[src/tw_pkg.sv]
package tw_pkg;
	localparam logic [7:0] ADDR_PART_ID = 8'h00;
	localparam logic [7:0] ADDR_REV_ID = 8'h01;
	localparam logic [7:0] ADDR_FLASH_CTL = 8'h02;
	localparam logic [7:0] ADDR_FLASH_DAT = 8'hAD;
	localparam logic [7:0] READ_NONE = 8'h00;
	localparam logic [7:0] SELECT_RESET = 8'h00;
	localparam logic [7:0] CONTROL_RESET = 8'h00;
	localparam logic [7:0] BYTE_RESET = 8'h00;

	localparam logic [7:0] CMD_BLOCK_READ = 8'h06;
	localparam logic [7:0] CMD_BLOCK_WRITE = 8'h07;
	localparam logic [7:0] CMD_PAGE_ERASE = 8'h08;
	localparam logic [7:0] CMD_DEVICE_ERASE = 8'h03;

	// instruction field, shifted in lsb first after the start bit
	localparam logic [1:0] INS_DATA_READ = 2'h0;
	localparam logic [1:0] INS_ADDR_WRITE = 2'h1;
	localparam logic [1:0] INS_DATA_WRITE = 2'h2;
	localparam logic [1:0] INS_ADDR_READ = 2'h3;

	localparam logic [3:0] INS_LAST_BIT = 4'h1;
	localparam logic [3:0] BYTE_LAST_BIT = 4'h7;
	localparam logic [3:0] COUNT_ZERO = 4'h0;
	localparam logic [3:0] COUNT_STEP = 4'h1;

	typedef enum logic [1:0] {
		FLASH_OP_READ,
		FLASH_OP_WRITE,
		FLASH_OP_PAGE_ERASE,
		FLASH_OP_DEVICE_ERASE
	} tw_flash_op_t;

	typedef enum {
		LINK_IDLE,
		LINK_INSTR,
		LINK_WDATA,
		LINK_RDATA,
		LINK_RELEASE
	} tw_link_state_t;
endpackage : tw_pkg

[src/tw_debug_regs.sv]
`timescale 1ns/100ps
module tw_debug_regs
	import tw_pkg::*;
#(
	// arbitrary values, not tied to any real part
	parameter logic [7:0] PART_ID = 8'hA5,
	parameter logic [7:0] REV_ID = 8'h01
) (
	input wire logic clk,
	input wire logic rst_n,
	input wire logic halted,
	input wire logic debugLinkClock,
	input wire logic sharedPinIn,
	input wire logic userPortOut,
	input wire logic userPortOe,
	input wire logic [7:0] flashReadData,
	input wire logic flashDone,
	output logic sharedPinOut,
	output logic sharedPinOe,
	output logic resetRequest,
	output logic [7:0] flashControl,
	output logic [7:0] flashWriteData,
	output logic flashByteStrobe,
	output logic flashReadStrobe,
	output logic flashCmdStrobe,
	output tw_flash_op_t flashCmd
);
	logic clkSync1;
	logic clkSync2;
	logic clkPrev;
	logic datSync1;
	logic datSync2;
	tw_link_state_t state;
	logic [3:0] bitCount;
	logic [1:0] instr;
	logic [7:0] shiftIn;
	logic [7:0] shiftOut;
	logic linkBit;
	logic linkOe;
	logic [7:0] selectReg;
	logic expectCommand;

	// only the second stages and clkPrev feed logic
	always_ff @(posedge clk or negedge rst_n) begin
		if (!rst_n) begin
			// link clock idles high; a low reset value would fake a rise
			clkSync1 <= 1'b1;
			clkSync2 <= 1'b1;
			clkPrev <= 1'b1;
			datSync1 <= 1'b0;
			datSync2 <= 1'b0;
		end else begin
			clkSync1 <= debugLinkClock;
			clkSync2 <= clkSync1;
			clkPrev <= clkSync2;
			datSync1 <= sharedPinIn;
			datSync2 <= datSync1;
		end
	end

	// edges only count while halted
	wire linkRise = halted & clkSync2 & ~clkPrev;
	wire linkFall = halted & ~clkSync2 & clkPrev;

	wire [1:0] nextInstr = {datSync2, instr[1]};
	wire [7:0] writeByte = {datSync2, shiftIn[7:1]};
	wire instrDone = (state == LINK_INSTR) & linkRise &
		(bitCount == INS_LAST_BIT);
	wire instrIsRead = (nextInstr == INS_DATA_READ) |
		(nextInstr == INS_ADDR_READ);
	wire readStart = instrDone & instrIsRead;
	wire writeDone = (state == LINK_WDATA) & linkRise &
		(bitCount == BYTE_LAST_BIT);
	wire addrWrite = writeDone & (instr == INS_ADDR_WRITE);
	wire dataWrite = writeDone & (instr == INS_DATA_WRITE);

	wire selPart = selectReg == ADDR_PART_ID;
	wire selRev = selectReg == ADDR_REV_ID;
	wire selCtl = selectReg == ADDR_FLASH_CTL;
	wire selDat = selectReg == ADDR_FLASH_DAT;

	wire [7:0] dataReadValue = selPart ? PART_ID :
		selRev ? REV_ID :
		selCtl ? flashControl :
		selDat ? flashReadData :
		READ_NONE;
	wire [7:0] readValue = (nextInstr == INS_ADDR_READ) ? selectReg :
		dataReadValue;

	wire cmdRead = writeByte == CMD_BLOCK_READ;
	wire cmdWrite = writeByte == CMD_BLOCK_WRITE;
	wire cmdPage = writeByte == CMD_PAGE_ERASE;
	wire cmdAll = writeByte == CMD_DEVICE_ERASE;
	wire cmdValid = cmdRead | cmdWrite | cmdPage | cmdAll;
	wire datWrite = dataWrite & selDat;
	wire cmdTake = datWrite & expectCommand & cmdValid;
	wire byteTake = datWrite & ~expectCommand;
	wire tw_flash_op_t cmdOp = cmdRead ? FLASH_OP_READ :
		cmdWrite ? FLASH_OP_WRITE :
		cmdPage ? FLASH_OP_PAGE_ERASE : FLASH_OP_DEVICE_ERASE;

	// leaving halt drops any half frame; the host must restart
	always_ff @(posedge clk or negedge rst_n) begin
		if (!rst_n) begin
			state <= LINK_IDLE;
			bitCount <= COUNT_ZERO;
		end else if (!halted) begin
			state <= LINK_IDLE;
			bitCount <= COUNT_ZERO;
		end else begin
			case (state)
				LINK_IDLE: begin
					if (linkRise && datSync2) begin
						state <= LINK_INSTR;
						bitCount <= COUNT_ZERO;
					end
				end
				LINK_INSTR: begin
					if (linkRise) begin
						bitCount <= bitCount + COUNT_STEP;
						if (instrDone) begin
							bitCount <= COUNT_ZERO;
							state <= instrIsRead ? LINK_RDATA : LINK_WDATA;
						end
					end
				end
				LINK_WDATA: begin
					if (linkRise) begin
						bitCount <= bitCount + COUNT_STEP;
						if (writeDone) begin
							state <= LINK_IDLE;
						end
					end
				end
				LINK_RDATA: begin
					if (linkRise) begin
						bitCount <= bitCount + COUNT_STEP;
						if (bitCount == BYTE_LAST_BIT) begin
							state <= LINK_RELEASE;
						end
					end
				end
				LINK_RELEASE: begin
					if (linkFall) begin
						state <= LINK_IDLE;
					end
				end
				default: begin
					state <= LINK_IDLE;
				end
			endcase
		end
	end

	always_ff @(posedge clk or negedge rst_n) begin
		if (!rst_n) begin
			instr <= INS_DATA_READ;
			shiftIn <= BYTE_RESET;
		end else begin
			if ((state == LINK_INSTR) && linkRise) begin
				instr <= nextInstr;
			end
			if ((state == LINK_WDATA) && linkRise) begin
				shiftIn <= writeByte;
			end
		end
	end

	// device drives on falling edges so the host samples on rising ones
	always_ff @(posedge clk or negedge rst_n) begin
		if (!rst_n) begin
			shiftOut <= BYTE_RESET;
			linkBit <= 1'b0;
			linkOe <= 1'b0;
		end else if (!halted) begin
			linkOe <= 1'b0;
		end else if (readStart) begin
			shiftOut <= readValue;
		end else if (linkFall && (state == LINK_RDATA)) begin
			linkBit <= shiftOut[0];
			shiftOut <= {1'b0, shiftOut[7:1]};
			linkOe <= 1'b1;
		end else if (linkFall && (state == LINK_RELEASE)) begin
			linkOe <= 1'b0;
		end
	end

	always_ff @(posedge clk or negedge rst_n) begin
		if (!rst_n) begin
			selectReg <= SELECT_RESET;
			flashControl <= CONTROL_RESET;
		end else begin
			if (addrWrite) begin
				selectReg <= writeByte;
			end
			if (dataWrite && selCtl) begin
				flashControl <= writeByte;
			end
		end
	end

	// a stray non-command byte raises no strobe, though flashWriteData still takes it
	always_ff @(posedge clk or negedge rst_n) begin
		if (!rst_n) begin
			expectCommand <= 1'b1;
			flashWriteData <= BYTE_RESET;
			flashByteStrobe <= 1'b0;
			flashCmdStrobe <= 1'b0;
			flashCmd <= FLASH_OP_READ;
			flashReadStrobe <= 1'b0;
		end else begin
			flashByteStrobe <= byteTake;
			flashCmdStrobe <= cmdTake;
			flashReadStrobe <= readStart & (nextInstr == INS_DATA_READ) &
				selDat;
			if (datWrite) begin
				flashWriteData <= writeByte;
			end
			if (cmdTake) begin
				flashCmd <= cmdOp;
			end
			if (flashDone) begin
				expectCommand <= 1'b1;
			end else if (cmdTake) begin
				expectCommand <= 1'b0;
			end
		end
	end

	// pins borrowed only while halted
	always_ff @(posedge clk or negedge rst_n) begin
		if (!rst_n) begin
			sharedPinOut <= 1'b0;
			sharedPinOe <= 1'b0;
			resetRequest <= 1'b0;
		end else begin
			sharedPinOut <= halted ? linkBit : userPortOut;
			sharedPinOe <= halted ? linkOe : userPortOe;
			resetRequest <= ~halted & ~clkSync2;
		end
	end
endmodule : tw_debug_regs

[config.mk]
export PLATFORM = sky130hd
export DESIGN_NAME = tw_debug_regs
export DESIGN_NICKNAME = d
export VERILOG_FILES = /design/src/tw_pkg.sv /design/src/tw_debug_regs.sv
export SDC_FILE = /design/constraint.sdc
export NUM_CORES = 1
export LEC_CHECK = 0
export BUFFER_PORTS_ARGS = -buffer_cell sky130_fd_sc_hd__buf_2
export CAP_MARGIN = 10
export CORE_ASPECT_RATIO = 0.5
export CORE_MARGIN = 5
export CORE_UTILIZATION = 52
export CTS_CLUSTER_DIAMETER = 60
export DETAILED_ROUTE_END_ITERATION = 7
export PLACE_DENSITY = 0.76
export SLEW_MARGIN = 30
export SYNTH_ARGS = -nofsm -noshare
export SYNTH_HDL_FRONTEND = slang
export SYNTH_SLANG_ARGS = --single-unit
[constraint.sdc]
create_clock -name clk -period 2.2 [get_ports clk]
set_clock_uncertainty 0.1 [all_clocks]
set_input_delay 0.33 -clock clk [delete_from_list [all_inputs] [get_ports clk]]
set_output_delay 0.33 -clock clk [all_outputs]
set_load 0.02 [all_outputs]
; ---- After elaboration in Yosys (flattened, before gate mapping)
; Index checks and enable logic that the tools add are counted.
; W data, S select, Z words.
[totals]
out_inout_bits = 24
reg_bits = 94
input_bits = 16
wordCells = 135
[classes]
n_eq_ne = 32
reduce_logical = 17
bitwise_logic = 27
muxes = 35
addsub = 1
[ops]
columns = op, count
row1 = $mux W32, 9
row2 = $pmux W32 S5, 1
row3 = $eq A32 B2 Y1 const B, 3
row4 = $eq A32 B3 Y1 const B, 3
row5 = $mux W8, 7
row6 = $eq A32 B1 Y1 const B, 1
row7 = $eq A32 B4 Y1 const B, 1
row8 = $logic_not A32 Y1, 1
row9 = $ne A3 B3 Y1 const B, 8
row10 = $mux W4, 5
row11 = $and A1 B1 Y1, 18
row12 = $eq A8 B2 Y1 const B, 2
row13 = $eq A8 B3 Y1 const B, 2
row14 = $pmux W4 S3, 1
row15 = $mux W1, 10
row16 = $eq A8 B1 Y1 const B, 1
row17 = $eq A8 B4 Y1 const B, 1
row18 = $eq A8 B8 Y1 const B, 1
row19 = $logic_not A8 Y1, 1
row20 = $reduce_and A8 Y1, 1
row21 = $logic_and A1 B1 Y1, 6
row22 = $not A1 Y1, 5
row23 = $add A4 B1 Y4 const B, 1
row24 = $eq A2 B2 Y1 const B, 2
row25 = 15 further kinds, 21

; ---- Depth between registers and ports, before layout
; Gate-level depths: netlist of the first run.
[depth]
depth_word = 10
depth_mapped = 7
mapped_depth_nobuf = 7

; ---- Worst setup path before layout of the first run
; OpenSTA, ideal clock, no wires.
[synth_path]
kind = reg-to-reg
start = register clkSync2
end = register flashWriteData[2]
path_stages_with_launch = 7
setup_ns = 0.125
t_required_ns = 1.975
t_arrival_ns = 1.900
slack_ns = 0.075
synth_period_minus_slack_ns = 2.125
n_path_buf = 2
path_cell_list = dfstp_2 > and3b_2 > nand2_2 > or4_1 > clkbuf_1 > buf_6 > mux2_4
[synth_between]
elab_chain_len = 6
[synth_lines]
columns = item, line
row1 = "start, declared", tw_debug_regs.sv:29  ; logic clkSync2;
row2 = "start signal, assigned", tw_debug_regs.sv:54  ; clkSync2 <= clkSync1;
row3 = $and A1 B1 Y1 (2 in series), tw_debug_regs.sv:62  ; wire linkRise = halted & clkSync2 & ~clkPrev;
row4 = $and A1 B1 Y1 (2 in series), tw_debug_regs.sv:72  ; wire writeDone = (state == LINK_WDATA) & linkRise &
row5 = $and A1 B1 Y1, tw_debug_regs.sv:75  ; wire dataWrite = writeDone & (instr == INS_DATA_WRITE);
row6 = $and A1 B1 Y1, tw_debug_regs.sv:95  ; wire datWrite = dataWrite & selDat;
row7 = "end signal, assigned", tw_debug_regs.sv:217  ; flashWriteData <= writeByte;
row8 = "end, declared", tw_debug_regs.sv:22  ; output logic [7:0] flashWriteData,
; No other way between the ends.
; A chain may end at the register's enable or synchronous reset.

; ---- Final worst setup path of the first run
[layout_path]
start = register bitCount[1]
end = register flashCmd[1]
[layout_between]
elab_chain_len = 6
[layout_lines]
columns = item, line
row1 = "start, declared", tw_debug_regs.sv:34  ; logic [3:0] bitCount;
row2 = "start signal, assigned", tw_debug_regs.sv:120  ; bitCount <= bitCount + COUNT_STEP;
row3 = "start signal, assigned", tw_debug_regs.sv:129  ; bitCount <= bitCount + COUNT_STEP;
row4 = "start signal, assigned", tw_debug_regs.sv:137  ; bitCount <= bitCount + COUNT_STEP;
row5 = $eq A4 B3 Y1, tw_debug_regs.sv:73  ; (bitCount == BYTE_LAST_BIT);
row6 = $and A1 B1 Y1, tw_debug_regs.sv:72
row7 = $and A1 B1 Y1, tw_debug_regs.sv:75
row8 = $and A1 B1 Y1, tw_debug_regs.sv:95
row9 = $and A1 B1 Y1 (2 in series), tw_debug_regs.sv:96  ; wire cmdTake = datWrite & expectCommand & cmdValid;
row10 = "end signal, assigned", tw_debug_regs.sv:220  ; flashCmd <= cmdOp;
row11 = "end, declared", tw_debug_regs.sv:26  ; output tw_flash_op_t flashCmd
; No other way between the ends.

==> metrics.md, run 1 <==
| Metric | Value |
|---|---|
| Sequential element share of the synthesized area | `0.525` |
| Largest stage delay, worst path | `0.59 ns` |
| Crit start category | `flip-flop` |
| Number of buffers added by the clock tree synthesis step | `9` |
| IR drop worst, VDD | `approximately 0.36 mV` |
| Synth Area in Simple Gates | `0.154` |
| Primary flip-flop cell chosen by synthesis mapping | `sky130_fd_sc_hd__dfrtp_1` |
| Final setup vio count | `0` |
| Worst min-delay path category | `in -> reg` |
| DIE AREA | `7610 sq um` |
| Flip-flop and latch count after synthesis | `64` |
| Arrival @ worst endpoint | `2.30 ns` |
| Final-layout fill cell count | `about 400` |
| Share of the synthesized area in compound gates (AO/OA/AOI/OAI) | `0.132` |
| Latest clock arrival within the worst-skew pair | `0.33 ns` |
| Number of nets in the finished design | `around 350` |
| Clock-pin slew on the worst setup and hold paths | `~0.06 ns` |
| Path type of the worst setup path | `reg -> reg` |
| Number of max-cap violations | `0` |
| Category of the worst setup path capture point | `flip-flop` |
| Port Buffers | `39` |
| Switching Fraction | `0.235` |
| Synth-to-Final Area Change | `26.2%` |
| Post-Synthesis Cells | `267` |
| Ratio of total power to cell area | `737 nW/um^2` |
| Global-route track usage on met3 | `0.0581` |
| Multi-input gate area in the final layout | `1400 sq um` |
| Met1 demand-to-capacity share in global routing | `0.255` |
| Static power due to leakage | `1.85 nW` |
| Met2 track demand over resource | `0.309` |
| Starting density of the core | `0.548` |
| Switching power | `0.669 mW` |
| Tightest slew margin relative to the limit | `0.584` |
| Estimated wirelength of the detail-placed design | `4880 um` |
| Count of antenna diodes in the layout | `0` |
| Adder-cell share of the synthesized area | `0.0164` |
| Dominant combinational cell family by area after synthesis | `simple AND/OR/NAND/NOR gates` |
| Upper clock frequency limit | `0.457 GHz` |
| Final sum of negative setup slack | `0 ns` |
| Maximum buffer depth of the clock tree | `2` |
| Post-layout instance count excluding filler cells | `407` |
| WP data required | `roughly 2.3 ns` |
| Shortest clock period the worst path allows after layout | `2.19 ns` |
| Largest net degree at the start of global routing | `28` |
| Overall via count from detail_route | `between 2000 and 2500` |
| Via count of the first global-routing pass | `2305` |
| Global-route wire length before repair | `approximately 12000 um` |
| Number of flops mapped to enable cells by yosys | `0` |
| Combinational share of power | `0.065` |
| Portion of total power attributed to sequential cells | `0.435` |
| Number of antenna violations at the first check in global routing | `0` |
| Iter 0 DRT Violations | `140` |
| Mux cell area share after synthesis | `0.128` |
| Mean instance size in the synthesized netlist | `11.5 sq um` |
| Average routed wire per standard cell | `17.6 um` |
| Cells along the critical path | `ha_2 > nand3b_1 > or4_4 > nor4_4 > buf_4 > a41oi_2 > or2_1` |
| RSZ-0062 raised after global routing | `yes` |
| Routability Congestion | `0.867` |
| Number of slew-limit violations in the final report | `0` |
| Netlist cell types | `58` |
| Overall overflow remaining after global route | `0` |
| Run status | `completed` |
| First-pass iteration count of the detailed router | `4` |
| Floorplan Core Area | `5590 sq um` |
| Commonest cells after routing, fill and taps aside | `60 x sky130_fd_sc_hd__dfrtp_1, 39 x sky130_fd_sc_hd__buf_2, 25 x sky130_fd_sc_hd__mux2_2, 25 x sky130_fd_sc_hd__buf_4, 19 x sky130_fd_sc_hd__nor2_1` |
| Fraction of layout instances using a drive strength above 1 | `0.389` |
| Instance count after placement with tap cells included | `381` |
| Root buffer selected by CTS | `sky130_fd_sc_hd__clkbuf_16` |
| Gr busiest metal | `met2` |
| Proportion of synthesized flip-flops having asynchronous set or reset | `1.00` |
| Post-route fraction of the period consumed by the critical path | `0.994` |
| Die height | `64.2 um` |
| Netlist Area Pre-Place | `3060 sq um` |
| DRC violation count after routing | `0` |
| Detailed-route wire length | `around 7000 um` |
| Most common cell after layout, fill and taps aside | `sky130_fd_sc_hd__dfrtp_1` |
| Ys Warns | `0` |
| Clock tree sinks | `64` |
| Cell at the slowest stage of the critical path | `sky130_fd_sc_hd__or4_4` |
| Count of final hold-check violations | `0` |
| Die boundary width | `between 100 and 150 um` |
| Critical path fanouts, max | `3` |
| Synth Area in XOR/XNOR | `0.00859` |
| Io pins | `40` |
| Clock Power Share | `0.500` |
| Final core utilization | `0.691` |
| Number of core rows | `19` |
| Count of nets left with antenna violations after detail routing | `0` |
| Overall Power | `2.85 mW` |
| Overall fraction of global-route tracks in use | `0.194` |
| Int Pwr | `roughly 2.2 mW` |
| TritonCTS clock tree | `built` |
| Via density per instance | `~5.8` |
| Combined flip-flop and latch cell area | `around 1600 sq um` |
| Transition time of the tightest slew-check pin | `0.625 ns` |
| Synthesized net count | `287` |
| H-tree depth | `3` |
per-layer routing:
metal  share of wire  routed length, um
met1            0.44               3120
met2            0.49               3520
met5               0                  0
met3           0.057                410
met4           0.013                 93
logic make-up after synthesis:
| kind of cell | count (synthesis) |
|---|---|
| buf+inv | 25 |
| mux | 34 |
| simple gates | 77 |
| flops | 64 |
| compound gates | 60 |
| fa+ha+maj | 4 |
| xor+xnor | 3 |
sequential cells by signal, summed over array words and instances, names as in the netlist, 2 cells and up:
signal,count
bitCount,4
flashCmd,2
flashControl,8
flashWriteData,8
instr,2
selectReg,8
shiftIn,7
shiftOut,8
state,3
metrics by stage:
| stage | hold WS (ns) | setup WS [ns] | instance area [sq um] |
|---|---|---|---|
| 5_1_grt | 0.00693 | -0.0789 | 3860 |
| 2_1_floorplan | -0.0656 | 0.0750 | 3060 |
| 6_report | 0.0110 | 0.0138 | 3860 |
| 3_5_place_dp | 0.239 | -0.0656 | 3420 |
| 4_1_cts | 0.00134 | 0.0361 | 3770 |
| 3_3_place_gp | 0.237 | 0.0853 | 3420 |
cell usage after synthesis, types with 4 or more instances:
cell type / n / area share
sky130_fd_sc_hd__nand2b_1: 4 / 0.0082
sky130_fd_sc_hd__nor4_1: 4 / 0.0082
sky130_fd_sc_hd__mux2i_1: 5 / 0.016
sky130_fd_sc_hd__o21a_1: 4 / 0.0098
sky130_fd_sc_hd__dfrtp_1: 60 / 0.49
sky130_fd_sc_hd__ha_1: 4 / 0.016
sky130_fd_sc_hd__nand3_1: 5 / 0.0082
sky130_fd_sc_hd__a21oi_1: 7 / 0.011
sky130_fd_sc_hd__clkbuf_1: 11 / 0.013
sky130_fd_sc_hd__o21ai_0: 17 / 0.028
sky130_fd_sc_hd__inv_1: 9 / 0.011
sky130_fd_sc_hd__nor2_1: 19 / 0.023
sky130_fd_sc_hd__nor3_1: 4 / 0.0065
sky130_fd_sc_hd__nand3b_1: 5 / 0.012
sky130_fd_sc_hd__dfstp_2: 4 / 0.034
sky130_fd_sc_hd__a211oi_1: 4 / 0.0098
sky130_fd_sc_hd__nand2_1: 10 / 0.012
sky130_fd_sc_hd__mux2_2: 25 / 0.092
sky130_fd_sc_hd__a22oi_1: 5 / 0.012
sky130_fd_sc_hd__mux2_4: 4 / 0.020
final cells by class:
class	instances	area share
Sequential cell	64	0.416
Multi-Input combinational cell	178	0.363
Timing Repair Buffer	67	0.110
Clock buffer	9	0.0583
Tap cell	73	0.0237
Clock inverter	7	0.0207
Inverter	9	0.00875
worst max-delay path: cells and delay by family (launching register included):
| kind | cells | cell delay, ns |
|---|---|---|
| AO/OA/AOI/OAI | 1 | 0.11 |
| adder cells (fa/ha/maj) | 1 | 0.18 |
| buffers and inverters | 1 | 0.17 |
| flip-flops | 1 | 0.36 |
| AND/OR/NAND/NOR | 4 | 1.14 |
power groups by stage:
| stage | Clock [mW] | Combinational, mW | Sequential, mW |
|---|---|---|---|
| finish | 1.42 | 0.184 | 1.24 |
| global route | 1.49 | 0.208 | 1.24 |
| CTS | 1.44 | 0.177 | 1.24 |
| detailed placement | 0 | 0.162 | 1.26 |
| global placement | 0 | 0.156 | 1.26 |
| floorplan | 0 | 0.0902 | 1.26 |
path summary, 6_finish.rpt:
kind,from,end,slack [ns],depth (start not counted)
setup reg to reg,bitCount[1]$_DFFE_PN0P_,flashCmd[1]$_DFFE_PN0P_,0.01,7
min in group asynchronous,rst_n,flashWriteData[2]$_DFFE_PN0N_,0.45,2
hold reg to reg,datSync1$_DFF_PN0_,datSync2$_DFF_PN0_,0.25,0
max in group asynchronous,rst_n,flashControl[1]$_DFFE_PN0P_,0.87,3
hold / removal,sharedPinIn,datSync1$_DFF_PN0_,0.01,1
setup / recovery,bitCount[1]$_DFFE_PN0P_,flashCmd[1]$_DFFE_PN0P_,0.01,7
timing repair:
item | CTS | global route
setup endpoints to repair | 5 | 10
resized for setup | 2 | 8
hold buffers | 2 | 0
pin swaps | 0 | 9
setup buffers | 2 | 6
endpoints found under the hold margin | 22 | 0
Power figures use the tool's default switching activity.
==> run 2: changes to the inputs <==
- CORE_UTILIZATION: 52 -> 57
- PLACE_DENSITY: 0.76 -> 0.9
- clock period: 2.2 -> 2.35 ns (I/O delays scaled with it)
==> metrics.md, run 2 (same netlist as run 1, synthesis figures left out) <==
| Metric | Value |
|---|---|
| Register-to-register setup slack | `0.09 ns (+0.08 ns)` |
| Static power due to leakage | `1.72 nW (-6.6%)` |
| Post-route fraction of the period consumed by the critical path | `0.962 (-0.0319)` |
| Final hold slack | `0.0222 ns (+0.0113 ns)` |
| Cells along the critical path | `ha_1 > nand3b_1 > or4_1 > nor4_2 > a41oi_1 > or2_1` |
| Latest clock arrival within the worst-skew pair | `0.34 ns (about the same)` |
| Starting density of the core | `0.604 (+0.0561)` |
| Io pins | `40 (unchanged)` |
| Fraction of layout instances using a drive strength above 1 | `0.345 (-0.0444)` |
| Pre-CTS WS | `0.0729 ns (+0.139 ns)` |
| Via density per instance | `6.21 (+7.3%)` |
| Arrival @ worst endpoint | `2.38 ns (+0.08 ns)` |
| Detailed-route wire length | `7160 um (+0.20%)` |
| Synth-to-Final Area Change | `16.8%` |
| Overall fraction of global-route tracks in use | `0.221 (+0.0279)` |
| Number of max-cap violations | `0 (unchanged)` |
| Final sum of negative setup slack | `0 ns (unchanged)` |
| Iter 0 DRT Violations | `251 (+79%)` |
| Crit start category | `flip-flop` |
| Clock tree sinks | `64 (unchanged)` |
| Number of core rows | `18 (-1)` |
| Setup ws final | `0.0896 ns (+0.0758 ns)` |
| Average routed wire per standard cell | `18.4 um (+4.8%)` |
| Die boundary width | `114 um (-4.1%)` |
| Estimated wirelength of the detail-placed design | `4740 um (-3.0%)` |
| Commonest cells after routing, fill and taps aside | `60 x sky130_fd_sc_hd__dfrtp_1, 39 x sky130_fd_sc_hd__buf_2, 25 x sky130_fd_sc_hd__mux2_2` |
| Number of nets in the finished design | `334 (-4.3%)` |
| Count of nets left with antenna violations after detail routing | `0 (unchanged)` |
| Clock-pin slew on the worst setup and hold paths | `0.07 ns (about the same)` |
| Largest stage delay, worst path | `0.47 ns (-0.12 ns)` |
| Port Buffers | `39 (unchanged)` |
| Most common cell after layout, fill and taps aside | `sky130_fd_sc_hd__dfrtp_1` |
| Final setup vio count | `0 (unchanged)` |
| Category of the worst setup path capture point | `flip-flop` |
| Count of final hold-check violations | `0 (unchanged)` |
| Number of antenna violations at the first check in global routing | `0 (unchanged)` |
| Worst min-delay path category | `in -> reg` |
| Cell at the slowest stage of the critical path | `sky130_fd_sc_hd__or4_1` |
| Run status | `completed` |
| Largest net degree at the start of global routing | `65 (+130%)` |
| TritonCTS clock tree | `built` |
| DRC violation count after routing | `0 (unchanged)` |
| Via count of the first global-routing pass | `2363 (+2.5%)` |
| Number of stages on the worst hold path | `1 (unchanged)` |
| Floorplan Core Area | `5070 sq um (-9.3%)` |
| Maximum buffer depth of the clock tree | `2 (unchanged)` |
| Instance count after placement with tap cells included | `373 (-2.1%)` |
| First-pass iteration count of the detailed router | `6 (+2)` |
| IR drop worst, VDD | `0.373 mV (+4.2%)` |
| RSZ-0062 raised after global routing | `no` |
| Overall overflow remaining after global route | `0 (unchanged)` |
| Overall Power | `2.26 mW (-21%)` |
| Global-route wire length before repair | `11900 um (+0.82%)` |
| Overall via count from detail_route | `2416 (+2.6%)` |
| Die height | `61.8 um (-3.8%)` |
| Path type of the worst setup path | `reg -> reg` |
| Source of the critical timing path | `bitCount[0]$_DFFE_PN0P_` |
| DIE AREA | `7020 sq um (-7.7%)` |
| Met2 layer wire length in the routed design | `3480 um (-0.97%)` |
| Number of slew-limit violations in the final report | `0 (unchanged)` |
| Worst r2r path cells | `6 (-1)` |
| Hold path startpoint | `debugLinkClock` |
| Worst reg2reg startpoint | `bitCount[0]$_DFFE_PN0P_` |
| Upper clock frequency limit | `0.442 GHz (-3.3%)` |
| Transition time of the tightest slew-check pin | `0.784 ns (+0.159 ns)` |
| Total met3 wirelength after detailed routing | `535 um (+30%)` |
| H-tree depth | `3 (unchanged)` |
| Tightest slew margin relative to the limit | `0.478 (-0.106)` |
| Number of buffers added by the clock tree synthesis step | `9 (unchanged)` |
| Shortest clock period the worst path allows after layout | `2.26 ns (+0.0742 ns)` |
| WP data required | `2.47 ns (+0.15 ns)` |
| Uppermost signal routing layer after detailed routing | `met4` |
| Number of post-CTS setup repair buffers | `0 (-2)` |
| Routability Congestion | `0.926 (+6.8%)` |
| Critical path fanouts, max | `4 (+1)` |
| Ratio of total power to cell area | `632 nW/um^2 (-14%)` |
| Post-layout instance count excluding filler cells | `389 (-4.4%)` |
| Final-layout fill cell count | `345 (-12%)` |
| Root buffer selected by CTS | `sky130_fd_sc_hd__clkbuf_8` |
| Count of antenna diodes in the layout | `0 (unchanged)` |
| WL met1 | `2950 um (-5.4%)` |
==> run 2: area by class of cell <==
cell class / count / area, sq um / share of cell area
clock buffer: 13 / 159 / 0.0445
clock inverter: 3 / 40.0 / 0.0112
inverter: 9 / 33.8 / 0.00945
multi-input combinational: 178 / 1360 / 0.379
sequential: 64 / 1610 / 0.449
tap: 70 / 87.6 / 0.0245
timing repair buffer: 52 / 293 / 0.0819
==> run 2: critical path: cells and delay by family, from the launching register on <==
kind                       cells  cell delay, ns
and+or+nand+nor                4            1.24
DFF                            1            0.42
adders and majority gates      1            0.20
AOI/OAI and AO/OA              1            0.18
==> run 2: path summary, 6_finish.rpt <==
| path | end |
|---|---|
| max | flashCmd[1]$_DFFE_PN0P_ |
| min in group asynchronous | flashWriteData[2]$_DFFE_PN0N_ |
| min reg2reg | datSync2$_DFF_PN0_ |
| max reg2reg | flashCmd[1]$_DFFE_PN0P_ |
| min | clkSync1$_DFF_PN1_ |
| max in group asynchronous | shiftOut[1]$_DFFE_PN0P_ |
==> run 2: metal layers <==
metal,vias up,GRT usage
met2,129,0.379
met1,1188,0.277
li1,1074,-
met5,-,0
met3,25,0.0571
met4,0,0.0925
==> run 2: where the power goes <==
group          leakage, nW  total [mW]  switching, mW  internal (mW)
Sequential           0.857        1.16         0.0260           1.14
Combinational        0.763       0.156         0.0962         0.0594
Clock                0.103       0.943          0.397          0.545
Total                 1.72        2.26          0.520           1.74
==> run 2: timing repair <==
item                       4_1_cts  5_1_grt
gates resized for setup          2        0
setup endpoints to repair        4        0
hold buffers                     0        0
==> run 2: metrics by stage <==
stage,cell area [sq um],utilization
after detailed placement,3360,0.663
after CTS,3570,0.705
final,3570,0.705
after floorplan,3060,-
after global placement,3360,0.663
after global routing,3570,0.705
